--- src/rtl/heoc_pkg.sv ---
// Shared constants and types for the hopping encoder option control block
package heoc_pkg;

  // ----------------------------------------------------------------
  // Clock and timing
  // ----------------------------------------------------------------
  localparam int unsigned CLK_MHZ       = 100;
  localparam int unsigned TE_SLOW_US    = 400;
  localparam int unsigned TE_MID_US     = 200;
  localparam int unsigned TE_FAST_US    = 100;
  localparam int unsigned TE_SLOW_CYC   = TE_SLOW_US * CLK_MHZ;
  localparam int unsigned TE_MID_CYC    = TE_MID_US * CLK_MHZ;
  localparam int unsigned TE_FAST_CYC   = TE_FAST_US * CLK_MHZ;
  localparam int unsigned CARRIER_KHZ   = 40;
  localparam int unsigned CAR_HALF_CYC  = (CLK_MHZ * 1000) / (2 * CARRIER_KHZ);

  // ----------------------------------------------------------------
  // Word counts
  // ----------------------------------------------------------------
  localparam logic [9:0]  DELAY_WORDS_LO = 10'h01C;
  localparam logic [9:0]  DELAY_WORDS_HI = 10'h038;
  localparam logic [9:0]  SHUT_WORDS_LO  = 10'h100;
  localparam logic [9:0]  SHUT_WORDS_HI  = 10'h200;
  localparam logic [9:0]  WORDS_MAX      = 10'h3FF;

  // ----------------------------------------------------------------
  // Temporary learn limits, keyed by preset counter value
  // ----------------------------------------------------------------
  localparam logic [15:0] LIM_KEY_64  = 16'h0060;
  localparam logic [15:0] LIM_KEY_32  = 16'h0050;
  localparam logic [15:0] LIM_KEY_16  = 16'h0048;
  localparam logic [7:0]  LIM_128     = 8'h80;
  localparam logic [7:0]  LIM_64      = 8'h40;
  localparam logic [7:0]  LIM_32      = 8'h20;
  localparam logic [7:0]  LIM_16      = 8'h10;

  // ----------------------------------------------------------------
  // Configuration word fields
  // ----------------------------------------------------------------
  localparam int CFG_RATE0   = 1;
  localparam int CFG_RATE1   = 2;
  localparam int CFG_LEARN   = 4;
  localparam int CFG_DELAYED_MODE_ENABLE    = 5;
  localparam int CFG_SHUT    = 6;
  localparam int CFG_DUAL    = 7;
  localparam int CFG_USER_BITS_A    = 8;
  localparam int CFG_USER_BITS_B    = 10;
  localparam int CFG_LONG_SERIAL_ENABLE    = 12;
  localparam int CFG_TMP     = 13;
  localparam int CFG_BIPHASE_SELECT   = 14;
  localparam int CFG_WRAP    = 15;
  localparam logic [15:0] CFG_RESET = 16'h0000;

  // ----------------------------------------------------------------
  // Register map
  // ----------------------------------------------------------------
  localparam logic [3:0] REG_CONFIG   = 4'h0;
  localparam logic [3:0] REG_SYNC_A   = 4'h1;
  localparam logic [3:0] REG_SYNC_B   = 4'h2;
  localparam logic [3:0] REG_SER_LO   = 4'h3;
  localparam logic [3:0] REG_SER_HI   = 4'h4;
  localparam logic [3:0] REG_STATUS   = 4'h5;
  localparam logic [3:0] REG_HOPCNT   = 4'h6;

  localparam logic [3:0] CODE_LEARN_NOW   = 4'h9;
  localparam logic [3:0] CODE_LEARN_DELAY = 4'h3;

  typedef enum logic [2:0] {
    HEOC_IDLE = 3'h1,
    HEOC_ACT  = 3'h2,
    HEOC_SHUT = 3'h4
  } heoc_state_e;

  typedef struct packed {
    heoc_state_e st;
    logic [3:0]  code;
    logic [15:0] cfg;
    logic [15:0] sess;
    logic [15:0] sync_a;
    logic [15:0] sync_b;
    logic [15:0] ser_lo;
    logic [15:0] ser_hi;
    logic        wrapped;
    logic        learn_off;
    logic [7:0]  hop_cnt;
    logic [7:0]  learn_lim;
    logic [9:0]  words;
    logic        delayed;
    logic        busy;
    logic        bit_val;
    logic [1:0]  slot;
    logic [15:0] te_cnt;
    logic [15:0] car_cnt;
    logic        car;
    logic        tx;
    logic [15:0] rdata;
  } heoc_state_s;

  typedef struct packed {
    logic [3:0]  addr;
    logic [15:0] wdata;
    logic        wr;
    logic        rd;
  } heoc_bus_s;

endpackage

--- src/rtl/heoc_top.sv ---
// Option decoding and transmit control of a code hopping encoder
`timescale 1ns/1ps

// Overview of operation
// - Rate bits select pulse width 400/200/200/100
// - Dual counters only with learn words off
// - Learn words replace hop code when selected
// - Code 1001 immediate, 0011 after delay
// - Delayed words invert discrimination low nibble
// - Delay after 28 or 56 words
// - Shutoff drops output and indicator until release
// - Shutoff after 256 or 512 words
// - Counter B for codes 8-15 in dual
// - IR codes C-F get 40 kHz carrier in dual
// - User bits placed in discrimination value
// - Short serial swaps top nibble for code
// - Temporary learn stops after set hop count
// - Buttons form code, highest is MSB
// - Biphase select picks Manchester or pulse width
// - Sync counter is 16 bits, wraps
// - Wrap flag cleared once, never set again
// - Used counter advances every transmission except immediate learn code 1001
module heoc_top
  import heoc_pkg::*;
#(
  parameter int unsigned TE_SLOW_CYCLES = TE_SLOW_CYC,
  parameter int unsigned TE_MID_CYCLES  = TE_MID_CYC,
  parameter int unsigned TE_FAST_CYCLES = TE_FAST_CYC
) (
  input  wire logic        clock,
  input  wire logic        nrst,
  input  wire logic [3:0]  addr,
  input  wire logic [15:0] wdata,
  input  wire logic        wr,
  input  wire logic        rd,
  output logic      [15:0] rdata,
  input  wire logic [3:0]  buttons,
  input  wire logic        bit_valid,
  input  wire logic        bit_data,
  output logic             bit_ready,
  input  wire logic        word_end,
  output logic             tx_out,
  output logic             indicator_output_n,
  output logic             send_learn,
  output logic             counter_b_sel,
  output logic      [15:0] sync_value,
  output logic      [11:0] disc_value,
  output logic      [31:0] serial_field,
  output logic      [3:0]  function_code,
  output logic             session_active
);

  // ----------------------------------------------------------------
  // Helpers
  // ----------------------------------------------------------------
  function automatic logic [15:0] te_cycles(input logic [15:0] c);
    logic [1:0] r;
    r = {c[CFG_RATE1], c[CFG_RATE0]};
    case (r)
      2'b00:   te_cycles = 16'(TE_SLOW_CYCLES);
      2'b11:   te_cycles = 16'(TE_FAST_CYCLES);
      default: te_cycles = 16'(TE_MID_CYCLES);
    endcase
  endfunction

  function automatic logic use_b(input logic [15:0] c, input logic [3:0] code);
    use_b = c[CFG_DUAL] & ~c[CFG_LEARN] & code[3];
  endfunction

  function automatic logic [7:0] learn_limit(input logic [15:0] v);
    if (v == LIM_KEY_64) begin
      learn_limit = LIM_64;
    end else if (v == LIM_KEY_32) begin
      learn_limit = LIM_32;
    end else if (v == LIM_KEY_16) begin
      learn_limit = LIM_16;
    end else begin
      learn_limit = LIM_128;
    end
  endfunction

  heoc_state_s s_q;
  heoc_state_s s_d;
  heoc_bus_s   bus;

  logic        dual_eff;
  logic        ir_mode;
  logic        learn_ok;
  logic        wrap_eff;
  logic [1:0]  user_bits;
  logic [15:0] te_now;
  logic [1:0]  last_slot;
  logic        level;

  assign bus = '{addr: addr, wdata: wdata, wr: wr, rd: rd};

  // ----------------------------------------------------------------
  // Session decode
  // ----------------------------------------------------------------
  assign wrap_eff  = s_q.cfg[CFG_WRAP] & ~s_q.wrapped;
  assign dual_eff  = s_q.sess[CFG_DUAL] & ~s_q.sess[CFG_LEARN];
  assign ir_mode   = dual_eff & (s_q.code[3:2] == 2'b11);
  assign learn_ok  = s_q.sess[CFG_LEARN] & ~(s_q.sess[CFG_TMP] & s_q.learn_off);
  assign user_bits = counter_b_sel ? s_q.sess[CFG_USER_BITS_B +: 2] : s_q.sess[CFG_USER_BITS_A +: 2];
  assign te_now    = te_cycles(s_q.sess);
  assign last_slot = s_q.sess[CFG_BIPHASE_SELECT] ? 2'd1 : 2'd2;

  // Slot level: pulse width is high, ~bit, low; biphase is bit, ~bit
  always_comb begin
    if (s_q.sess[CFG_BIPHASE_SELECT]) begin
      level = (s_q.slot == 2'd0) ? s_q.bit_val : ~s_q.bit_val;
    end else begin
      case (s_q.slot)
        2'd0:    level = 1'b1;
        2'd1:    level = ~s_q.bit_val;
        default: level = 1'b0;
      endcase
    end
  end

  // ----------------------------------------------------------------
  // Next state
  // ----------------------------------------------------------------
  always_comb begin
    logic [15:0] ncfg;
    logic [9:0]  nwords;
    logic        b_sel;
    logic        wake;
    ncfg   = '0;
    nwords = '0;
    b_sel  = 1'b0;
    wake   = 1'b0;
    s_d    = s_q;
    s_d.rdata = '0;

    // Register writes
    if (bus.wr) begin
      if (bus.addr == REG_CONFIG) begin
        s_d.cfg = bus.wdata;
      end else if (bus.addr == REG_SYNC_A) begin
        s_d.sync_a    = bus.wdata;
        s_d.hop_cnt   = '0;
        s_d.learn_lim = learn_limit(bus.wdata);
      end else if (bus.addr == REG_SYNC_B) begin
        s_d.sync_b    = bus.wdata;
        s_d.hop_cnt   = '0;
        s_d.learn_lim = learn_limit(bus.wdata);
      end else if (bus.addr == REG_SER_LO) begin
        s_d.ser_lo = bus.wdata;
      end else if (bus.addr == REG_SER_HI) begin
        s_d.ser_hi = bus.wdata;
      end
    end

    // Register reads, data in the next cycle only
    if (bus.rd) begin
      if (bus.addr == REG_CONFIG) begin
        s_d.rdata = {wrap_eff, s_q.cfg[14:0]};
      end else if (bus.addr == REG_SYNC_A) begin
        s_d.rdata = s_q.sync_a;
      end else if (bus.addr == REG_SYNC_B) begin
        s_d.rdata = s_q.sync_b;
      end else if (bus.addr == REG_SER_LO) begin
        s_d.rdata = s_q.ser_lo;
      end else if (bus.addr == REG_SER_HI) begin
        s_d.rdata = s_q.ser_hi;
      end else if (bus.addr == REG_STATUS) begin
        s_d.rdata = {s_q.st, s_q.delayed, s_q.learn_off, s_q.wrapped, s_q.words};
      end else if (bus.addr == REG_HOPCNT) begin
        s_d.rdata = {s_q.learn_lim, s_q.hop_cnt};
      end
    end

    // Carrier runs free
    if (s_q.car_cnt == 16'(CAR_HALF_CYC - 1)) begin
      s_d.car_cnt = '0;
      s_d.car     = ~s_q.car;
    end else begin
      s_d.car_cnt = s_q.car_cnt + 16'h0001;
    end

    // Bit encoder
    if (s_q.busy) begin
      if (s_q.te_cnt == 16'h0000) begin
        s_d.te_cnt = te_now - 16'h0001;
        if (s_q.slot == last_slot) begin
          s_d.busy = 1'b0;
        end else begin
          s_d.slot = s_q.slot + 2'd1;
        end
      end else begin
        s_d.te_cnt = s_q.te_cnt - 16'h0001;
      end
    end else if (bit_ready && bit_valid) begin
      s_d.busy    = 1'b1;
      s_d.bit_val = bit_data;
      s_d.slot    = '0;
      s_d.te_cnt  = te_now - 16'h0001;
    end

    // Session control
    case (s_q.st)
      HEOC_IDLE: begin
        wake = (buttons != 4'h0);
      end
      HEOC_ACT: begin
        if (buttons != 4'h0 && buttons != s_q.code) begin
          wake = 1'b1;
        end else if (word_end) begin
          nwords = (s_q.words == WORDS_MAX) ? WORDS_MAX : s_q.words + 10'h001;
          s_d.words = nwords;
          if (s_q.sess[CFG_DELAYED_MODE_ENABLE]
              && nwords == (s_q.sess[CFG_RATE0] ? DELAY_WORDS_HI : DELAY_WORDS_LO)) begin
            s_d.delayed = 1'b1;
          end
          if (s_q.sess[CFG_SHUT]
              && nwords >= (s_q.sess[CFG_RATE0] ? SHUT_WORDS_HI : SHUT_WORDS_LO)) begin
            s_d.st   = HEOC_SHUT;
            s_d.busy = 1'b0;
          end else if (buttons == 4'h0) begin
            s_d.st   = HEOC_IDLE;
            s_d.busy = 1'b0;
          end
        end
      end
      HEOC_SHUT: begin
        s_d.busy = 1'b0;
        if (buttons == 4'h0) begin
          s_d.st = HEOC_IDLE;
        end
      end
      default: begin
        s_d.st = HEOC_IDLE;
      end
    endcase

    // Wake: latch options and advance the counter in use, unless sending learn code 1001
    if (wake) begin
      ncfg        = {wrap_eff, s_d.cfg[14:0]};
      s_d.st      = HEOC_ACT;
      s_d.sess    = ncfg;
      s_d.code    = buttons;
      s_d.words   = '0;
      s_d.delayed = 1'b0;
      s_d.busy    = 1'b0;
      b_sel       = use_b(ncfg, buttons);
      if (!(ncfg[CFG_LEARN] && !(ncfg[CFG_TMP] && s_q.learn_off)
            && buttons == CODE_LEARN_NOW)) begin
        if (b_sel) begin
          s_d.sync_b = s_d.sync_b + 16'h0001;
          if (s_d.sync_b == 16'h0000) begin
            s_d.wrapped = 1'b1;
          end
        end else begin
          s_d.sync_a = s_d.sync_a + 16'h0001;
          if (s_d.sync_a == 16'h0000) begin
            s_d.wrapped = 1'b1;
          end
        end
        if (ncfg[CFG_TMP] && !s_q.learn_off) begin
          s_d.hop_cnt = s_d.hop_cnt + 8'h01;
          if (s_d.hop_cnt >= s_d.learn_lim) begin
            s_d.learn_off = 1'b1;
          end
        end
      end
      s_d.sess[CFG_WRAP] = ncfg[CFG_WRAP] & ~s_d.wrapped;
    end

    // Transmit pin, registered; low outside an active session
    s_d.tx = (s_d.st == HEOC_ACT) && s_q.busy && level && (!ir_mode || s_q.car);
  end

  // ----------------------------------------------------------------
  // State register
  // ----------------------------------------------------------------
  always_ff @(posedge clock or negedge nrst) begin
    if (!nrst) begin
      s_q <= '{st: HEOC_IDLE, cfg: CFG_RESET, learn_lim: LIM_128, default: '0};
    end else begin
      s_q <= s_d;
    end
  end

  // ----------------------------------------------------------------
  // Outputs
  // ----------------------------------------------------------------
  assign rdata              = s_q.rdata;
  assign tx_out             = s_q.tx;
  assign session_active     = (s_q.st == HEOC_ACT);
  assign indicator_output_n = ~session_active;
  assign bit_ready          = session_active && !s_q.busy;
  assign function_code      = s_q.code;
  assign counter_b_sel      = use_b(s_q.sess, s_q.code);
  assign sync_value         = counter_b_sel ? s_q.sync_b : s_q.sync_a;
  assign send_learn         = session_active && learn_ok
                              && (s_q.code == CODE_LEARN_NOW
                                  || (s_q.code == CODE_LEARN_DELAY && s_q.delayed));
  assign disc_value         = {user_bits, s_q.sess[CFG_WRAP], dual_eff, s_q.ser_lo[7:4],
                               s_q.ser_lo[3:0] ^ {4{s_q.delayed}}};
  assign serial_field       = s_q.sess[CFG_LONG_SERIAL_ENABLE] ? {s_q.ser_hi, s_q.ser_lo}
                              : {s_q.code, s_q.ser_hi[11:0], s_q.ser_lo};

endmodule // heoc_top

--- config.mk ---
export PLATFORM = sky130hd
export DESIGN_NAME = heoc_top
export DESIGN_NICKNAME = d
export VERILOG_FILES = /design/src/rtl/heoc_pkg.sv /design/src/rtl/heoc_top.sv
export SDC_FILE = /design/constraint.sdc
export NUM_CORES = 1
export LEC_CHECK = 0
export ABC_AREA = 1
export BUFFER_PORTS_ARGS = -buffer_cell sky130_fd_sc_hd__buf_2
export CAP_MARGIN = 20
export CORE_MARGIN = 2
export CORE_UTILIZATION = 54
export CTS_CLUSTER_DIAMETER = 100
export DETAILED_ROUTE_END_ITERATION = 8
export PLACE_DENSITY = 0.79
export SETUP_SLACK_MARGIN = 0.2
export SLEW_MARGIN = 20
export SYNTH_ARGS = -nofsm -noshare
export SYNTH_HDL_FRONTEND = slang
export SYNTH_SLANG_ARGS = --single-unit
--- constraint.sdc ---
create_clock -name clock -period 2.3 [get_ports clock]
set_input_delay 0.575 -clock clock [delete_from_list [all_inputs] [get_ports clock]]
set_output_delay 0.575 -clock clock [all_outputs]
set_load 0.02 [all_outputs]
# After elaboration in Yosys (flattened, before gate mapping)
# Cells that the tools add are included.
# totals
regBits,186
latchBits,0
mem_bits_rw,0
rom_bits,0
output_inout_bits,86
elab_cells,201
memories,0
# op_classes
n_addsub,8
n_mul,0
n_div,0
n_lt_le_gt_ge,2
eq_ne,30
shift,0
muxes,74
n_bitwise,23
reduce_logical,41
# op_table
op,count
2-to-1 mux 16 bit,22
2-to-1 mux 32 bit,4
2-to-1 mux 64 bit,2
"adder 16 x 1 -> 16 bit, second input constant",3
"equality test 16 x 7 -> 1 bit, second input constant",3
logical NOT 16 bit,3
2-to-1 mux 48 bit,1
2-to-1 mux 10 bit,4
2-to-1 mux 12 bit,3
2-to-1 mux 8 bit,4
one-hot mux 16 bit (2 select lines),1
"subtractor 16 x 1 -> 16 bit, second input constant",2
2-to-1 mux 15 bit,2
2-to-1 mux 20 bit,1
2-to-1 mux 18 bit,1
"equality test 16 x 11 -> 1 bit, second input constant",1
logical AND 1 bit,15
2-to-1 mux 1 bit,13
NOT 1 bit,13
"equality test 4 x 2 -> 1 bit, second input constant",3
"equality test 4 x 3 -> 1 bit, second input constant",3
2-to-1 mux 3 bit,4
2-to-1 mux 11 bit,1
"adder 10 x 1 -> 10 bit, second input constant",1
other kinds (36),68

# Longest topological paths before layout
# logic_depth
depth_word,16
ltp_mapped,21
depth_no_buf,20

# Worst setup path before layout
# OpenSTA, ideal clock, no wires.
# synth_timing
path_type,input to register
from,input addr[0]
to,register s_q[81] (netlist bit)
arrival_ps,3157
slack_ps,-978
path_stages,20
path_cell_list,inv_1 > nor2_4 > nand2_2 > inv_2 > nor2_4 > nand3b_2 > inv_2 > buf_2 > nor2_1 > ha_1 > ha_1 > a21boi_0 > o21a_1 > o21a_1 > o21ai_0 > nand2_1 > a21oi_1 > o21ai_0 > o21ai_1 > nand2_1
# synth_via
elab_chain_cells,9
# synth_rtl
item,line_no,rtl
start: declaration,heoc_top.sv:32,"input wire logic [3:0] addr,"
equality test 4 x 2 -> 1 bit / logical NOT 4 bit (equally long branches),"heoc_top.sv:144, heoc_top.sv:138",
2-to-1 mux 16 bit / 2-to-1 mux 15 bit (equally long branches),"heoc_top.sv:144, heoc_top.sv:138",
2-to-1 mux 16 bit / 2-to-1 mux 15 bit (equally long branches),"heoc_top.sv:140, heoc_top.sv:137",
2-to-1 mux 16 bit / logical AND 1 bit (equally long branches),"heoc_top.sv:138, heoc_top.sv:247",
2-to-1 mux 16 bit / logical NOT 1 bit (equally long branches),"heoc_top.sv:137, heoc_top.sv:247",
adder 8 x 1 -> 8 bit / logical AND 1 bit (equally long branches),"heoc_top.sv:261, heoc_top.sv:247",
>= comparator 8 bit / logical AND 1 bit (equally long branches),"heoc_top.sv:262, heoc_top.sv:248",
!= test 2 x 1 -> 1 bit (no line) / != test 2 bit (equally long branches),n/a,
AND reduction 4 bit (no line) *,n/a,
end signal: assignment,heoc_top.sv:279,"s_q <= '{st: HEOC_IDLE, cfg: CFG_RESET, learn_lim: LIM_128, default: '0};"
end signal: assignment,heoc_top.sv:281,s_q <= s_d;
end: declaration,heoc_top.sv:82,heoc_state_s s_q;
# Mark *: on every way between the ends. The rest lies on a longest branch, timed or not.
# A chain may end at the register's enable or synchronous reset.

# Worst setup path after layout
# layout_timing
from,input addr[3]
to,register s_q[81] (netlist bit)
# The elaborated chain is that of the path after synthesis.

==> run_results.csv <==
group,metric,value,unit
floorplan,ios,117,
outcome,status,"finished with violations",
drt,drtIter0Drc,1461,
timing,slew_headroom,0.699,
floorplan,core-area,21100,µm²
synth,ys_seq_area_frac,0.396,
timing,slew_viol_final,0,
synth,synth-main-ff-cell,"dfrtp_1",
power_and_ir_drop,p_leak,0.00804,µW
finish,syn_to_final_growth,41.3,%
timing,setup_tns,-4.99,ns
synth,synth_edf_count,0,
floorplan,fp.dieH,151,µm
critical_path,critPathCapture,"s_q[81]$_DFFE_PN0P_",
critical_path,ff2ff_path_depth,16,
power_and_ir_drop,irDropWorstVdd,0.744,mV
drt,wire_per_inst,20.5,µm
clock_tree,path_clk_slew,0.09,ns
timing,max_freq,0.387,GHz
place,dp.cells,2083,
grt,use_met1,0.448,
synth,synth_top_area_share,0.392,
finish,drive_gt1_frac,0.370,
floorplan,die_w,151,µm
drt,drcViolationCount,0,
synth,netlist.top_cell.by_area,"dfrtp_1",
timing,period_share,1.12,
power_and_ir_drop,p_per_area,850,nW/µm²
clock_tree,clkSinkCount,184,
critical_path,cp-start-kind,"input pin",
critical_path,crit_required,2.64,ns
clock_tree,cts_tree,"built",
grt,grt_pass1_wl,60.5,mm
floorplan,initial_core_util,0.552,
synth,yosysUniqueCellTypes,51,
grt,use_met3,0.0552,
clock_tree,htree_levels,4,
timing,skew,0.0169,ns
drt,ant_nets,0,
grt,antenna_found_initial,0,
critical_path,critPathLaunch,"addr[3]",
place,io_buffers,116,
timing,hold_viol_final,0,
finish,nets,1956,
synth,async_flop_share,1.00,
drt,first_pass_iters,7,
floorplan,num_rows,53,
clock_tree,clock-root-buffer,"clkbuf_16",
grt,grt_use_total,0.349,
critical_path,worst_setup_path_end_kind,"flip-flop",
drt,wirelength,44.9,mm
clock_tree,worstSkewPairLatency,0.46,ns
synth,yosys_warnings,0,
floorplan,die_area,22700,µm²
min_path,worstHoldPathType,"input pin to asynchronous set/reset pin",
clock_tree,clk_path_buf_depth,2,
grt,gr-total-overflow,0,
timing,period_needed,2.59,ns
finish,final_util,0.779,
synth,syn_area,11600,µm²
synth,synth_nets,1630,
grt,grt_pass1_vias,11500,
place,hpwl,28.6,mm
timing,finalWorstSetupSlack,-0.287,ns
timing,worst_pin_slew,0.447,ns
critical_path,rr_endpoint,"tx_out$_DFF_PN0_",
clock_tree,numCtsBuffers,17,
critical_path,r2r_start,"s_q[55]$_DFFE_PN0P_",
timing,rsz0062_at_grt,"yes",
outcome,failed_checks,"negative setup slack",
critical_path,crit_type,"input pin to flip-flop",
place,gp_congestion,0.969,
synth,ys_ff_latch,184,
critical_path,cp_max_fo,5,
power_and_ir_drop,finalPower,14000,µW
grt,grt_max_degree,50,
drt,vias,13100,
synth,yosysMostFrequentCell,"nand2_1",
synth,avgSynthCellArea,7.38,µm²
critical_path,r2r_slack,-0.20,ns
finish,fin_cells,2191,
synth,synth_area_leaders,"dfrtp_1 39%, nand2_1 13%, o21ai_0 7.1%, inv_1 6.0%, nand3_1 3.7%",
synth,yosys-top-cells-count,"408 x nand2_1, 187 x inv_1, 182 x dfrtp_1",
timing,finalSetupViolations,55,
critical_path,critPathArrivalTime,2.92,ns
flow_run,cap_violations,0,
grt,grt-busiest-layer,"met2",
synth,synthCells,1576,
grt,use_met2,0.585,
clock_tree,holdBufCountCts,0,
drt,via_per_inst,6.00,
==> worst min-delay path by stage <==
| stage | to | from | cells after the start | slack [ns] |
|---|---|---|---|---|
| finish | s_q[62]$_DFFE_PN0P_ | nrst | 1 | 0.05 |
| detailed placement | s_q[156]$_DFFE_PN0P_ | s_q[156]$_DFFE_PN0P_ | 2 | 0.47 |
| global route | s_q[62]$_DFFE_PN0P_ | nrst | 1 | 0.07 |
| CTS | s_q[59]$_DFFE_PN0P_ | nrst | 1 | 0.08 |
| global placement | s_q[156]$_DFFE_PN0P_ | s_q[156]$_DFFE_PN0P_ | 2 | 0.46 |
| floorplan | asynchronous set/reset pin | nrst | 0 | 0.28 |
==> cells by family after synthesis <==
group                      share of synthesized area
AOI/OAI and AO/OA                              0.132
xor gates and xnor gates                      0.0294
adders and majority gates                     0.0247
buffers and inverters                          0.125
DFF                                            0.396
muxes                                       0.000968
and+or+nand+nor                                0.292
==> report_power, final <==
| part | switching, µW | internal, µW | leakage, µW | total (µW) |
|---|---|---|---|---|
| clock | 1550 | 1500 | 0.000293 | 3050 |
| combinational | 3800 | 2700 | 0.00540 | 6500 |
| sequential | 581 | 3830 | 0.00234 | 4410 |
| total | 5930 | 8030 | 0.00804 | 14000 |
==> cell type report <==
| class | instances | area (µm²) |
|---|---|---|
| Clock inverter | 14 | 169 |
| Antenna cell | 1 | 2.50 |
| Timing Repair inverter | 3 | 26.3 |
| Fill cell | 1349 | 4650 |
| Timing Repair Buffer | 413 | 3530 |
| Clock buffer | 18 | 439 |
| Sequential cell | 184 | 4610 |
| Tap cell | 275 | 344 |
| Inverter | 198 | 798 |
| Multi-Input combinational cell | 1085 | 6520 |
==> metrics by stage <==
step                worst slack (ns)  cell area (µm²)  hold WS (ns)
finish                        -0.287            16400        0.0525
CTS                           -0.213            15200        0.0815
floorplan                     -0.656            11900         0.279
global placement              -0.691            13900         0.458
global route                  -0.369            16400        0.0715
detailed placement            -0.780            13900         0.470
==> flip-flops by register name, summed over array words and instances, names as in the netlist, named ones only <==
| signal | cells |
|---|---|
| rdata | 16 |
| tx_out | 1 |
| function_code | 4 |
| s_q | 156 |
| disc_value | 5 |
==> cell usage in the layout, fill, tap and decap left out, types with 7 or more instances in the layout <==
cell,n
inv_1,166
a21oi_1,44
nand2_4,17
buf_12,20
nand3_2,18
clkbuf_16,23
inv_2,17
nand2_1,354
nand4_1,49
buf_2,88
nand3_1,75
o21ai_2,22
o22ai_1,17
xnor2_1,10
nor2_4,26
xor2_1,25
o211ai_1,8
nor4_1,9
ha_1,16
nand2_2,58
nor3_1,13
nor2_1,66
nor2_2,20
o21ai_4,14
dfrtp_1,179
o21ai_1,42
o21ai_0,107
buf_4,241
buf_6,50
a31oi_1,7
nor3_2,8
==> metal layers <==
layer  part of all wire  vias up
met5                  0        -
met4              0.058        0
met3              0.092      216
met2               0.48      922
met1               0.37     6236
li1                   -     5768
==> timing repair <==
item,4_1_cts,5_1_grt
setup endpoints to repair,74,104
gates cloned,4,9
pin swaps,10,45
setup buffers,18,44
gates resized for setup,135,235
==> worst max-delay path, stage by stage <==
cell and delay (ns):
buf_8 0.10, nor2_4 0.21, nand2_2 0.09, inv_2 0.08, nor2_4 0.04, nand3b_4 0.18
inv_4 0.10, nor2_4 0.05, ha_4 0.29, ha_4 0.19, a21boi_1 0.12, o21a_1 0.17
o21a_1 0.17, o21ai_1 0.11, nand2_1 0.08, a21oi_2 0.13, o21ai_1 0.07, o21ai_1 0.11
nand2_1 0.06
Power figures use the tool's default switching activity.
